$ cat config.mk
export PLATFORM = sky130hd
export DESIGN_NAME = pwmtb_core
export DESIGN_NICKNAME = d
export VERILOG_FILES = /design/src/rtl/pwmtb_pkg.sv /design/src/rtl/pwmtb_prescale.sv /design/src/rtl/pwmtb_sync_in.sv /design/src/rtl/pwmtb_core.sv
export SDC_FILE = /design/constraint.sdc
export NUM_CORES = 1
export LEC_CHECK = 0
export BUFFER_PORTS_ARGS = -buffer_cell sky130_fd_sc_hd__clkbuf_2
export CAP_MARGIN = 20
export CORE_MARGIN = 2
export CORE_UTILIZATION = 30
export DETAILED_ROUTE_END_ITERATION = 16
export SKIP_LAST_GASP = 1
export SYNTH_ARGS = -nofsm -noshare
export SYNTH_HDL_FRONTEND = slang
export SYNTH_SLANG_ARGS = --single-unit
$ cat constraint.sdc
create_clock -name clk_i -period 6.5 [get_ports clk_i]
set_input_delay 0.325 -clock clk_i [delete_from_list [all_inputs] [get_ports clk_i]]
set_output_delay 0.325 -clock clk_i [all_outputs]
set_load 0.1 [all_outputs]
$ cat src/rtl/pwmtb_pkg.sv
// pwmtb_pkg: constants and types for the pwm time-base control and status block
// assumes a 16-bit register port clocked by clk_i at 100 MHz
package pwmtb_pkg;

  localparam int unsigned PWMTB_AW = 8;
  localparam int unsigned PWMTB_DW = 16;

  // register byte offsets
  localparam logic [7:0] PWMTB_OFF_CONTROL = 8'h00;
  localparam logic [7:0] PWMTB_OFF_STATUS = 8'h04;
  localparam logic [7:0] PWMTB_OFF_PHASE = 8'h08;
  localparam logic [7:0] PWMTB_OFF_PERIOD = 8'h0C;
  localparam logic [7:0] PWMTB_OFF_COUNT = 8'h10;

  // control field positions
  localparam int unsigned PWMTB_CTL_MODE_LSB = 0;
  localparam int unsigned PWMTB_CTL_PHASE_EN_BIT = 2;
  localparam int unsigned PWMTB_CTL_SW_SYNC_BIT = 6;
  localparam int unsigned PWMTB_CTL_HSP_LSB = 7;
  localparam int unsigned PWMTB_CTL_TICKDIV_LSB = 10;

  // status field positions
  localparam int unsigned PWMTB_STS_DIR_BIT = 0;
  localparam int unsigned PWMTB_STS_SYNC_BIT = 1;
  localparam int unsigned PWMTB_STS_MAX_BIT = 2;

  // reset values
  localparam logic [2:0] PWMTB_RST_HSP = 3'h1;
  localparam logic [2:0] PWMTB_RST_TICKDIV = 3'h0;
  localparam logic [15:0] PWMTB_RST_PHASE = 16'h0000;
  localparam logic [15:0] PWMTB_RST_PERIOD = 16'h0000;
  localparam logic [15:0] PWMTB_RST_COUNT = 16'h0000;
  localparam logic [15:0] PWMTB_COUNT_MAX = 16'hFFFF;
  localparam logic [10:0] PWMTB_RST_DIVCNT = 11'h000;

  typedef enum logic [1:0] {
    PWMTB_MODE_UP = 2'b00,
    PWMTB_MODE_DOWN = 2'b01,
    PWMTB_MODE_UPDOWN = 2'b10,
    PWMTB_MODE_FREEZE = 2'b11
  } pwmtb_mode_t;

  typedef struct packed {
    logic [2:0] tick_prescale;
    logic [2:0] high_speed_prescale;
    logic phase_load_enable;
    pwmtb_mode_t counter_mode_select;
  } pwmtb_ctrl_t;

  localparam pwmtb_ctrl_t PWMTB_RST_CTRL = '{
    tick_prescale: PWMTB_RST_TICKDIV,
    high_speed_prescale: PWMTB_RST_HSP,
    phase_load_enable: 1'b0,
    counter_mode_select: PWMTB_MODE_FREEZE
  };

endpackage

$ cat src/rtl/pwmtb_prescale.sv
// pwmtb_prescale: makes the one-cycle time-base tick from the system clock
// assumes prescale codes come from registers on the same clock
`timescale 1ns/10ps
module pwmtb_prescale import pwmtb_pkg::*; (
  input wire logic clk_i,
  input wire logic sys_rst_i,
  input wire logic [2:0] high_speed_prescale_i,
  input wire logic [2:0] tick_prescale_i,
  output logic tick_o
);

  logic [10:0] div_cnt;
  logic [10:0] next_div_cnt;
  logic next_tick;
  logic [10:0] divisor;
  logic [3:0] hsp_div;

  // divisor is high-speed divisor times power-of-two tick divisor
  always_comb begin
    hsp_div = (high_speed_prescale_i == 3'h0) ? 4'h1 : {high_speed_prescale_i, 1'b0};
    divisor = 11'({7'h00, hsp_div} << tick_prescale_i);
    if (div_cnt == 11'h000) begin
      next_div_cnt = divisor - 11'h001;
      next_tick = 1'b1;
    end else begin
      next_div_cnt = div_cnt - 11'h001;
      next_tick = 1'b0;
    end
  end

  always_ff @(posedge clk_i or posedge sys_rst_i) begin
    if (sys_rst_i) begin
      div_cnt <= PWMTB_RST_DIVCNT;
      tick_o <= 1'b0;
    end else begin
      div_cnt <= next_div_cnt;
      tick_o <= next_tick;
    end
  end
endmodule // pwmtb_prescale

$ cat src/rtl/pwmtb_sync_in.sv
// pwmtb_sync_in: brings the sync input pin into clk_i and makes a rising-edge pulse
// assumes the pin is asynchronous to clk_i
`timescale 1ns/10ps
module pwmtb_sync_in (
  input wire logic clk_i,
  input wire logic sys_rst_i,
  input wire logic sync_input_i,
  output logic sync_pulse_o
);

  logic meta;
  logic sync_q;
  logic sync_d;
  logic next_pulse;

  always_comb begin
    next_pulse = sync_q && !sync_d;
  end

  always_ff @(posedge clk_i or posedge sys_rst_i) begin
    if (sys_rst_i) begin
      meta <= 1'b0;
      sync_q <= 1'b0;
      sync_d <= 1'b0;
      sync_pulse_o <= 1'b0;
    end else begin
      meta <= sync_input_i;
      sync_q <= meta;
      sync_d <= sync_q;
      sync_pulse_o <= next_pulse;
    end
  end
endmodule // pwmtb_sync_in

$ cat src/rtl/pwmtb_core.sv
// pwmtb_core: pwm time-base counter with control and status registers
// assumes a register port master on clk_i and a sync pin from a neighbour module
// Operation
// - phase enabled: sync loads count from phase
// - phase disabled: count never loaded from phase
// - mode 00 up, 01 down, 10 updown, 11 frozen
// - mode change acts at next tick, keeps count
// - count reaching FFFF latches max flag
// - writing zero leaves max flag unchanged
// - external sync latches sync flag, write-one clears
// - direction flag one up, zero down
// - software sync write-one pulses, reads zero
// - tick is clock over both prescale divisors
//
// The register addresses and the strobed register port were decided locally.
`timescale 1ns/10ps
module pwmtb_core import pwmtb_pkg::*; (
  input wire logic clk_i,
  input wire logic sys_rst_i,
  input wire logic [PWMTB_AW-1:0] reg_addr_i,
  input wire logic [PWMTB_DW-1:0] reg_wdata_i,
  input wire logic reg_we_i,
  input wire logic reg_re_i,
  output logic [PWMTB_DW-1:0] reg_rdata_o,
  input wire logic sync_input_i,
  output logic [15:0] time_base_count_o,
  output logic count_direction_flag_o,
  output logic count_max_latched_o,
  output logic sync_seen_latched_o
);

  pwmtb_ctrl_t ctrl;
  pwmtb_ctrl_t next_ctrl;
  logic [15:0] phase_value;
  logic [15:0] next_phase_value;
  logic [15:0] period_value;
  logic [15:0] next_period_value;
  logic [15:0] count;
  logic [15:0] next_count;
  logic dir_up;
  logic next_dir_up;
  logic cnt_max;
  logic next_cnt_max;
  logic sync_seen;
  logic next_sync_seen;
  logic sw_sync;
  logic next_sw_sync;
  logic [PWMTB_DW-1:0] next_rdata;

  logic time_base_tick;
  logic ext_sync;
  logic sync_evt;
  logic wr_ctrl;
  logic wr_stat;
  logic wr_count;

  pwmtb_prescale u_prescale (
    .clk_i(clk_i),
    .sys_rst_i(sys_rst_i),
    .high_speed_prescale_i(ctrl.high_speed_prescale),
    .tick_prescale_i(ctrl.tick_prescale),
    .tick_o(time_base_tick)
  );

  pwmtb_sync_in u_sync_in (
    .clk_i(clk_i),
    .sys_rst_i(sys_rst_i),
    .sync_input_i(sync_input_i),
    .sync_pulse_o(ext_sync)
  );

  // write decode
  always_comb begin
    wr_ctrl = reg_we_i && (reg_addr_i == PWMTB_OFF_CONTROL);
    wr_stat = reg_we_i && (reg_addr_i == PWMTB_OFF_STATUS);
    wr_count = reg_we_i && (reg_addr_i == PWMTB_OFF_COUNT);
    sync_evt = ext_sync || sw_sync;
  end

  // control, phase and period registers
  always_comb begin
    next_ctrl = ctrl;
    next_phase_value = phase_value;
    next_period_value = period_value;
    next_sw_sync = 1'b0;
    if (wr_ctrl) begin
      next_ctrl.counter_mode_select = pwmtb_mode_t'(reg_wdata_i[PWMTB_CTL_MODE_LSB +: 2]);
      next_ctrl.phase_load_enable = reg_wdata_i[PWMTB_CTL_PHASE_EN_BIT];
      next_ctrl.high_speed_prescale = reg_wdata_i[PWMTB_CTL_HSP_LSB +: 3];
      next_ctrl.tick_prescale = reg_wdata_i[PWMTB_CTL_TICKDIV_LSB +: 3];
      next_sw_sync = reg_wdata_i[PWMTB_CTL_SW_SYNC_BIT];
    end else if (reg_we_i && (reg_addr_i == PWMTB_OFF_PHASE)) begin
      next_phase_value = reg_wdata_i;
    end else if (reg_we_i && (reg_addr_i == PWMTB_OFF_PERIOD)) begin
      next_period_value = reg_wdata_i;
    end
  end

  always_ff @(posedge clk_i or posedge sys_rst_i) begin
    if (sys_rst_i) begin
      ctrl <= PWMTB_RST_CTRL;
      phase_value <= PWMTB_RST_PHASE;
      period_value <= PWMTB_RST_PERIOD;
      sw_sync <= 1'b0;
    end else begin
      ctrl <= next_ctrl;
      phase_value <= next_phase_value;
      period_value <= next_period_value;
      sw_sync <= next_sw_sync;
    end
  end

  // counter and direction; mode is sampled only on a tick
  always_comb begin
    next_count = count;
    next_dir_up = dir_up;
    if (sync_evt && ctrl.phase_load_enable) begin
      next_count = phase_value;
    end else if (wr_count) begin
      next_count = reg_wdata_i;
    end else if (time_base_tick) begin
      case (ctrl.counter_mode_select)
        PWMTB_MODE_UP: begin
          next_dir_up = 1'b1;
          next_count = (count >= period_value) ? 16'h0000 : count + 16'h0001;
        end
        PWMTB_MODE_DOWN: begin
          next_dir_up = 1'b0;
          next_count = (count == 16'h0000) ? period_value : count - 16'h0001;
        end
        PWMTB_MODE_UPDOWN: begin
          if (dir_up) begin
            if (count >= period_value) begin
              next_dir_up = 1'b0;
              next_count = (count == 16'h0000) ? count : count - 16'h0001;
            end else begin
              next_count = count + 16'h0001;
            end
          end else begin
            if (count == 16'h0000) begin
              next_dir_up = 1'b1;
              next_count = (period_value == 16'h0000) ? count : count + 16'h0001;
            end else begin
              next_count = count - 16'h0001;
            end
          end
        end
        default: begin
          next_count = count;
        end
      endcase
    end
  end

  always_ff @(posedge clk_i or posedge sys_rst_i) begin
    if (sys_rst_i) begin
      count <= PWMTB_RST_COUNT;
      dir_up <= 1'b1;
    end else begin
      count <= next_count;
      dir_up <= next_dir_up;
    end
  end

  // latched status flags, set beats write-one clear
  always_comb begin
    next_cnt_max = cnt_max;
    next_sync_seen = sync_seen;
    if (wr_stat && reg_wdata_i[PWMTB_STS_MAX_BIT]) begin
      next_cnt_max = 1'b0;
    end
    if (wr_stat && reg_wdata_i[PWMTB_STS_SYNC_BIT]) begin
      next_sync_seen = 1'b0;
    end
    if (count == PWMTB_COUNT_MAX) begin
      next_cnt_max = 1'b1;
    end
    if (ext_sync) begin
      next_sync_seen = 1'b1;
    end
  end

  // register read, data one cycle later
  always_comb begin
    next_rdata = '0;
    if (reg_re_i) begin
      if (reg_addr_i == PWMTB_OFF_CONTROL) begin
        next_rdata[PWMTB_CTL_MODE_LSB +: 2] = ctrl.counter_mode_select;
        next_rdata[PWMTB_CTL_PHASE_EN_BIT] = ctrl.phase_load_enable;
        next_rdata[PWMTB_CTL_HSP_LSB +: 3] = ctrl.high_speed_prescale;
        next_rdata[PWMTB_CTL_TICKDIV_LSB +: 3] = ctrl.tick_prescale;
      end else if (reg_addr_i == PWMTB_OFF_STATUS) begin
        next_rdata[PWMTB_STS_DIR_BIT] = dir_up;
        next_rdata[PWMTB_STS_SYNC_BIT] = sync_seen;
        next_rdata[PWMTB_STS_MAX_BIT] = cnt_max;
      end else if (reg_addr_i == PWMTB_OFF_PHASE) begin
        next_rdata = phase_value;
      end else if (reg_addr_i == PWMTB_OFF_PERIOD) begin
        next_rdata = period_value;
      end else if (reg_addr_i == PWMTB_OFF_COUNT) begin
        next_rdata = count;
      end
    end
  end

  always_ff @(posedge clk_i or posedge sys_rst_i) begin
    if (sys_rst_i) begin
      cnt_max <= 1'b0;
      sync_seen <= 1'b0;
      reg_rdata_o <= '0;
      time_base_count_o <= PWMTB_RST_COUNT;
      count_direction_flag_o <= 1'b1;
      count_max_latched_o <= 1'b0;
      sync_seen_latched_o <= 1'b0;
    end else begin
      cnt_max <= next_cnt_max;
      sync_seen <= next_sync_seen;
      reg_rdata_o <= next_rdata;
      time_base_count_o <= next_count;
      count_direction_flag_o <= next_dir_up;
      count_max_latched_o <= next_cnt_max;
      sync_seen_latched_o <= next_sync_seen;
    end
  end
endmodule // pwmtb_core

==> metrics.txt <==
Sink Count 93; crit path from time_base_count_o[0]$_DFFE_PP0P_; Pins Over Slew Limit 0; First DRT Iteration DRCs 679; clock buffer depth 2; Leak approximately 0.0032 uW; Main synth FF type dfrtp_1; Setup Skew 0.0116 ns; arrival time of the worst setup path around 4.2 ns; Final TNS setup 0 ns; antenna cells 0; GP Congestion 1.00; drt wl/cell ~23 um; DR DRC count 0; post-route minimum period ~3.9 ns; global-route wire length before repair about 36,000 um; utilization after layout 0.348; Crit. End Element register; Final Hold Viols 5; Fmax achieved 254 MHz; total grt overflow 0; Mapped Avg Cell Area 8.97 um2; Max Cap Viol 0; final worst path period share 0.605; Post-Route WL 23,700 um; Post-Syn Area around 6500 um2; fillers approximately 2,200; Skew-Pair Late Insertion Delay 0.36 ns; Worst slew margin 0.328; worst hold path type in2async; Crit Path Class reg2reg; RSZ-0062 raised after global routing no; Pre-antenna DRT Iters 5; Die Ht approximately 150 um; number of cells produced by synthesis 721; Worst R2R End time_base_count_o[13]$_DFFE_PP0P_; post_cts resized 0; Syn-to-layout area delta 13.3%; worst path required time 6.76 ns; root cell of the clock tree clkbuf_16; die width ~150 um; Mapped Nets 774; largest net degree at the start of global routing 55; clock tree from TritonCTS yes; register area share after synthesis 0.361; Worst Reg2Reg Path Length in Cells 9; Core Area 21,100 um2; Distinct cells, synth 76; Final Setup Violations 0; setup bufs post-CTS 0; I/O Pins 64; # nets final 815; PortBufs 63; FFs w/ async S/R, synth 1.00; Max VDD drop 0.000180 V; hold_buf cts 0; yosys warns 0; Reg2Reg Setup Slack between 2 and 3 ns; via count 6,184; Seq cells post-synth 93; vias per inst 5.93; Num CTS Buffers 9; Pwr Density 369 nW/um2; type of origin of the critical path register; r2r startpoint time_base_count_o[0]$_DFFE_PP0P_; H-tree depth 3; vias in the first global route 5,909; initial antenna violation count 0; failing checks hold timing; outcome finished, violations left; clk slew on worst S/H paths 0.07 ns; CP Max Fanout 13; Initial Util 0.307; EDFF count, synth 0; GRT Overall Usage 0.211; layout cells sized above 1 0.194; slew at the pin closest to its max-slew limit 1.00 ns; Rows 53; final hold slack -0.00881 ns; Antenna Nets Post-Route 0; Final HPWL DP around 17,000 um; die area 22,700 um2
-- flip-flops by register name, indices dropped and copies added (netlist names) --
name / cells
cnt_max: 1
u_sync_in.sync_pulse_o: 1
sw_sync: 1
u_prescale.div_cnt: 11
count_direction_flag_o: 1
time_base_count_o: 16
u_sync_in.sync_d: 1
u_sync_in.meta: 1
u_sync_in.sync_q: 1
u_prescale.tick_o: 1
sync_seen: 1
period_value: 16
reg_rdata_o: 16
ctrl: 9
phase_value: 16
-- how the worst max path moves through the flow --
| stage | end | slack (ns) | cells past startpoint |
|---|---|---|---|
| floorplan | time_base_count_o[10]$_DFFE_PP0P_ | 2.96 | 9 |
| global placement | time_base_count_o[3]$_DFFE_PP0P_ | 2.95 | 9 |
| detailed placement | time_base_count_o[13]$_DFFE_PP0P_ | 2.75 | 9 |
| CTS | time_base_count_o[3]$_DFFE_PP0P_ | 2.74 | 9 |
| global route | time_base_count_o[7]$_DFFE_PP0P_ | 2.41 | 9 |
| finish | time_base_count_o[13]$_DFFE_PP0P_ | 2.57 | 9 |
-- logic make-up after synthesis --
group,Yosys count,share of synthesized area
AO/OA/AOI/OAI,201,0.213
XOR/XNOR,33,0.0447
adder cells (fa/ha/maj),24,0.0464
buffers and inverters,76,0.0480
flip-flops,93,0.361
multiplexers,43,0.0741
AND/OR/NAND/NOR,251,0.213
-- layer usage --
layer  GRT usage  share of wire  vias to the layer above
met1       0.294           0.43                     3032
met4      0.0799          0.034                        0
met2       0.321           0.45                      315
li1            -              -                     2782
met3      0.0470          0.081                       55
met5           0              0                        -
-- cells in the final DEF (no fill, tap or decap), drive strengths merged, types with 9 or more instances in the layout --
master | synthesis | layout
dfrtp | 89 | 89
nand3 | 23 | 23
a21oi | 34 | 34
a221oi | 11 | 11
xnor2 | 18 | 18
and3 | 17 | 17
nor4 | 16 | 16
a211oi | 14 | 14
o31ai | 11 | 11
inv | 30 | 33
nor2b | 18 | 18
buf | 11 | 12
ha | 24 | 24
nand2 | 57 | 57
mux2 | 39 | 39
nand4 | 15 | 15
a22oi | 10 | 10
nor3 | 24 | 24
a222oi | 9 | 9
o21ai | 56 | 56
nor2 | 41 | 41
clkbuf | 34 | 72
xor2 | 15 | 15
-- worst max-delay path: stages, from the launching register on --
cell and delay (ns):
dfrtp_1 0.52, inv_1 0.19, ha_1 0.32, nand2b_1 0.13, a2111oi_0 0.66, o311a_1 0.64, nand3_1 0.51, nor3b_1 0.29
o31a_1 0.29, o41ai_2 0.26
-- layout make-up --
| class | instances | area (um2) | area share |
|---|---|---|---|
| clock buffers | 9 | 225 | 0.0307 |
| clock inverters | 7 | 80.1 | 0.0109 |
| inverters | 31 | 119 | 0.0162 |
| multi-input cells | 552 | 3820 | 0.522 |
| flip-flops and latches | 93 | 2330 | 0.318 |
| well taps | 275 | 344 | 0.0469 |
| repair buffers | 75 | 405 | 0.0553 |
-- through the flow --
stage	hold slack, ns	setup slack, ns	area [um2]	total power (uW)	std cells
after floorplan	0.331	2.96	6470	1820	721
after global placement	0.337	2.95	7030	2130	1026
after detailed placement	0.336	2.75	7030	2140	1026
after CTS	0.00929	2.74	7330	2700	1042
after global routing	0.0296	2.41	7330	2840	1042
final	-0.00881	2.57	7330	2700	1042
-- synthesized netlist by cell type, types with 6 or more instances --
library cell | number | area, um2
a211o_1 | 6 | 52.6
a211oi_1 | 14 | 105
a21o_1 | 7 | 52.6
a21oi_1 | 34 | 170
a221oi_1 | 11 | 96.3
a222oi_1 | 9 | 90.1
a22oi_1 | 10 | 75.1
and3_1 | 17 | 106
buf_2 | 8 | 40.0
clkbuf_1 | 34 | 128
dfrtp_1 | 89 | 2230
ha_1 | 24 | 300
inv_1 | 30 | 113
mux2_2 | 39 | 439
nand2_1 | 55 | 206
nand2b_1 | 7 | 43.8
nand3_1 | 23 | 115
nand4_1 | 15 | 93.8
nor2_1 | 40 | 150
nor2b_1 | 18 | 113
nor3_1 | 24 | 120
nor4_1 | 13 | 81.3
o21a_1 | 6 | 45.0
o21ai_0 | 50 | 250
o31ai_1 | 11 | 82.6
or3_1 | 7 | 43.8
xnor2_1 | 18 | 158
xor2_1 | 15 | 131
-- where the power goes --
part	switching [uW]	internal, uW	total, uW	leakage (uW)
clock network	254	303	557	0.000143
logic	848	361	1210	0.00189
registers	259	679	938	0.00114
total	1360	1340	2700	0.00317
Power figures use the tool's default switching activity.
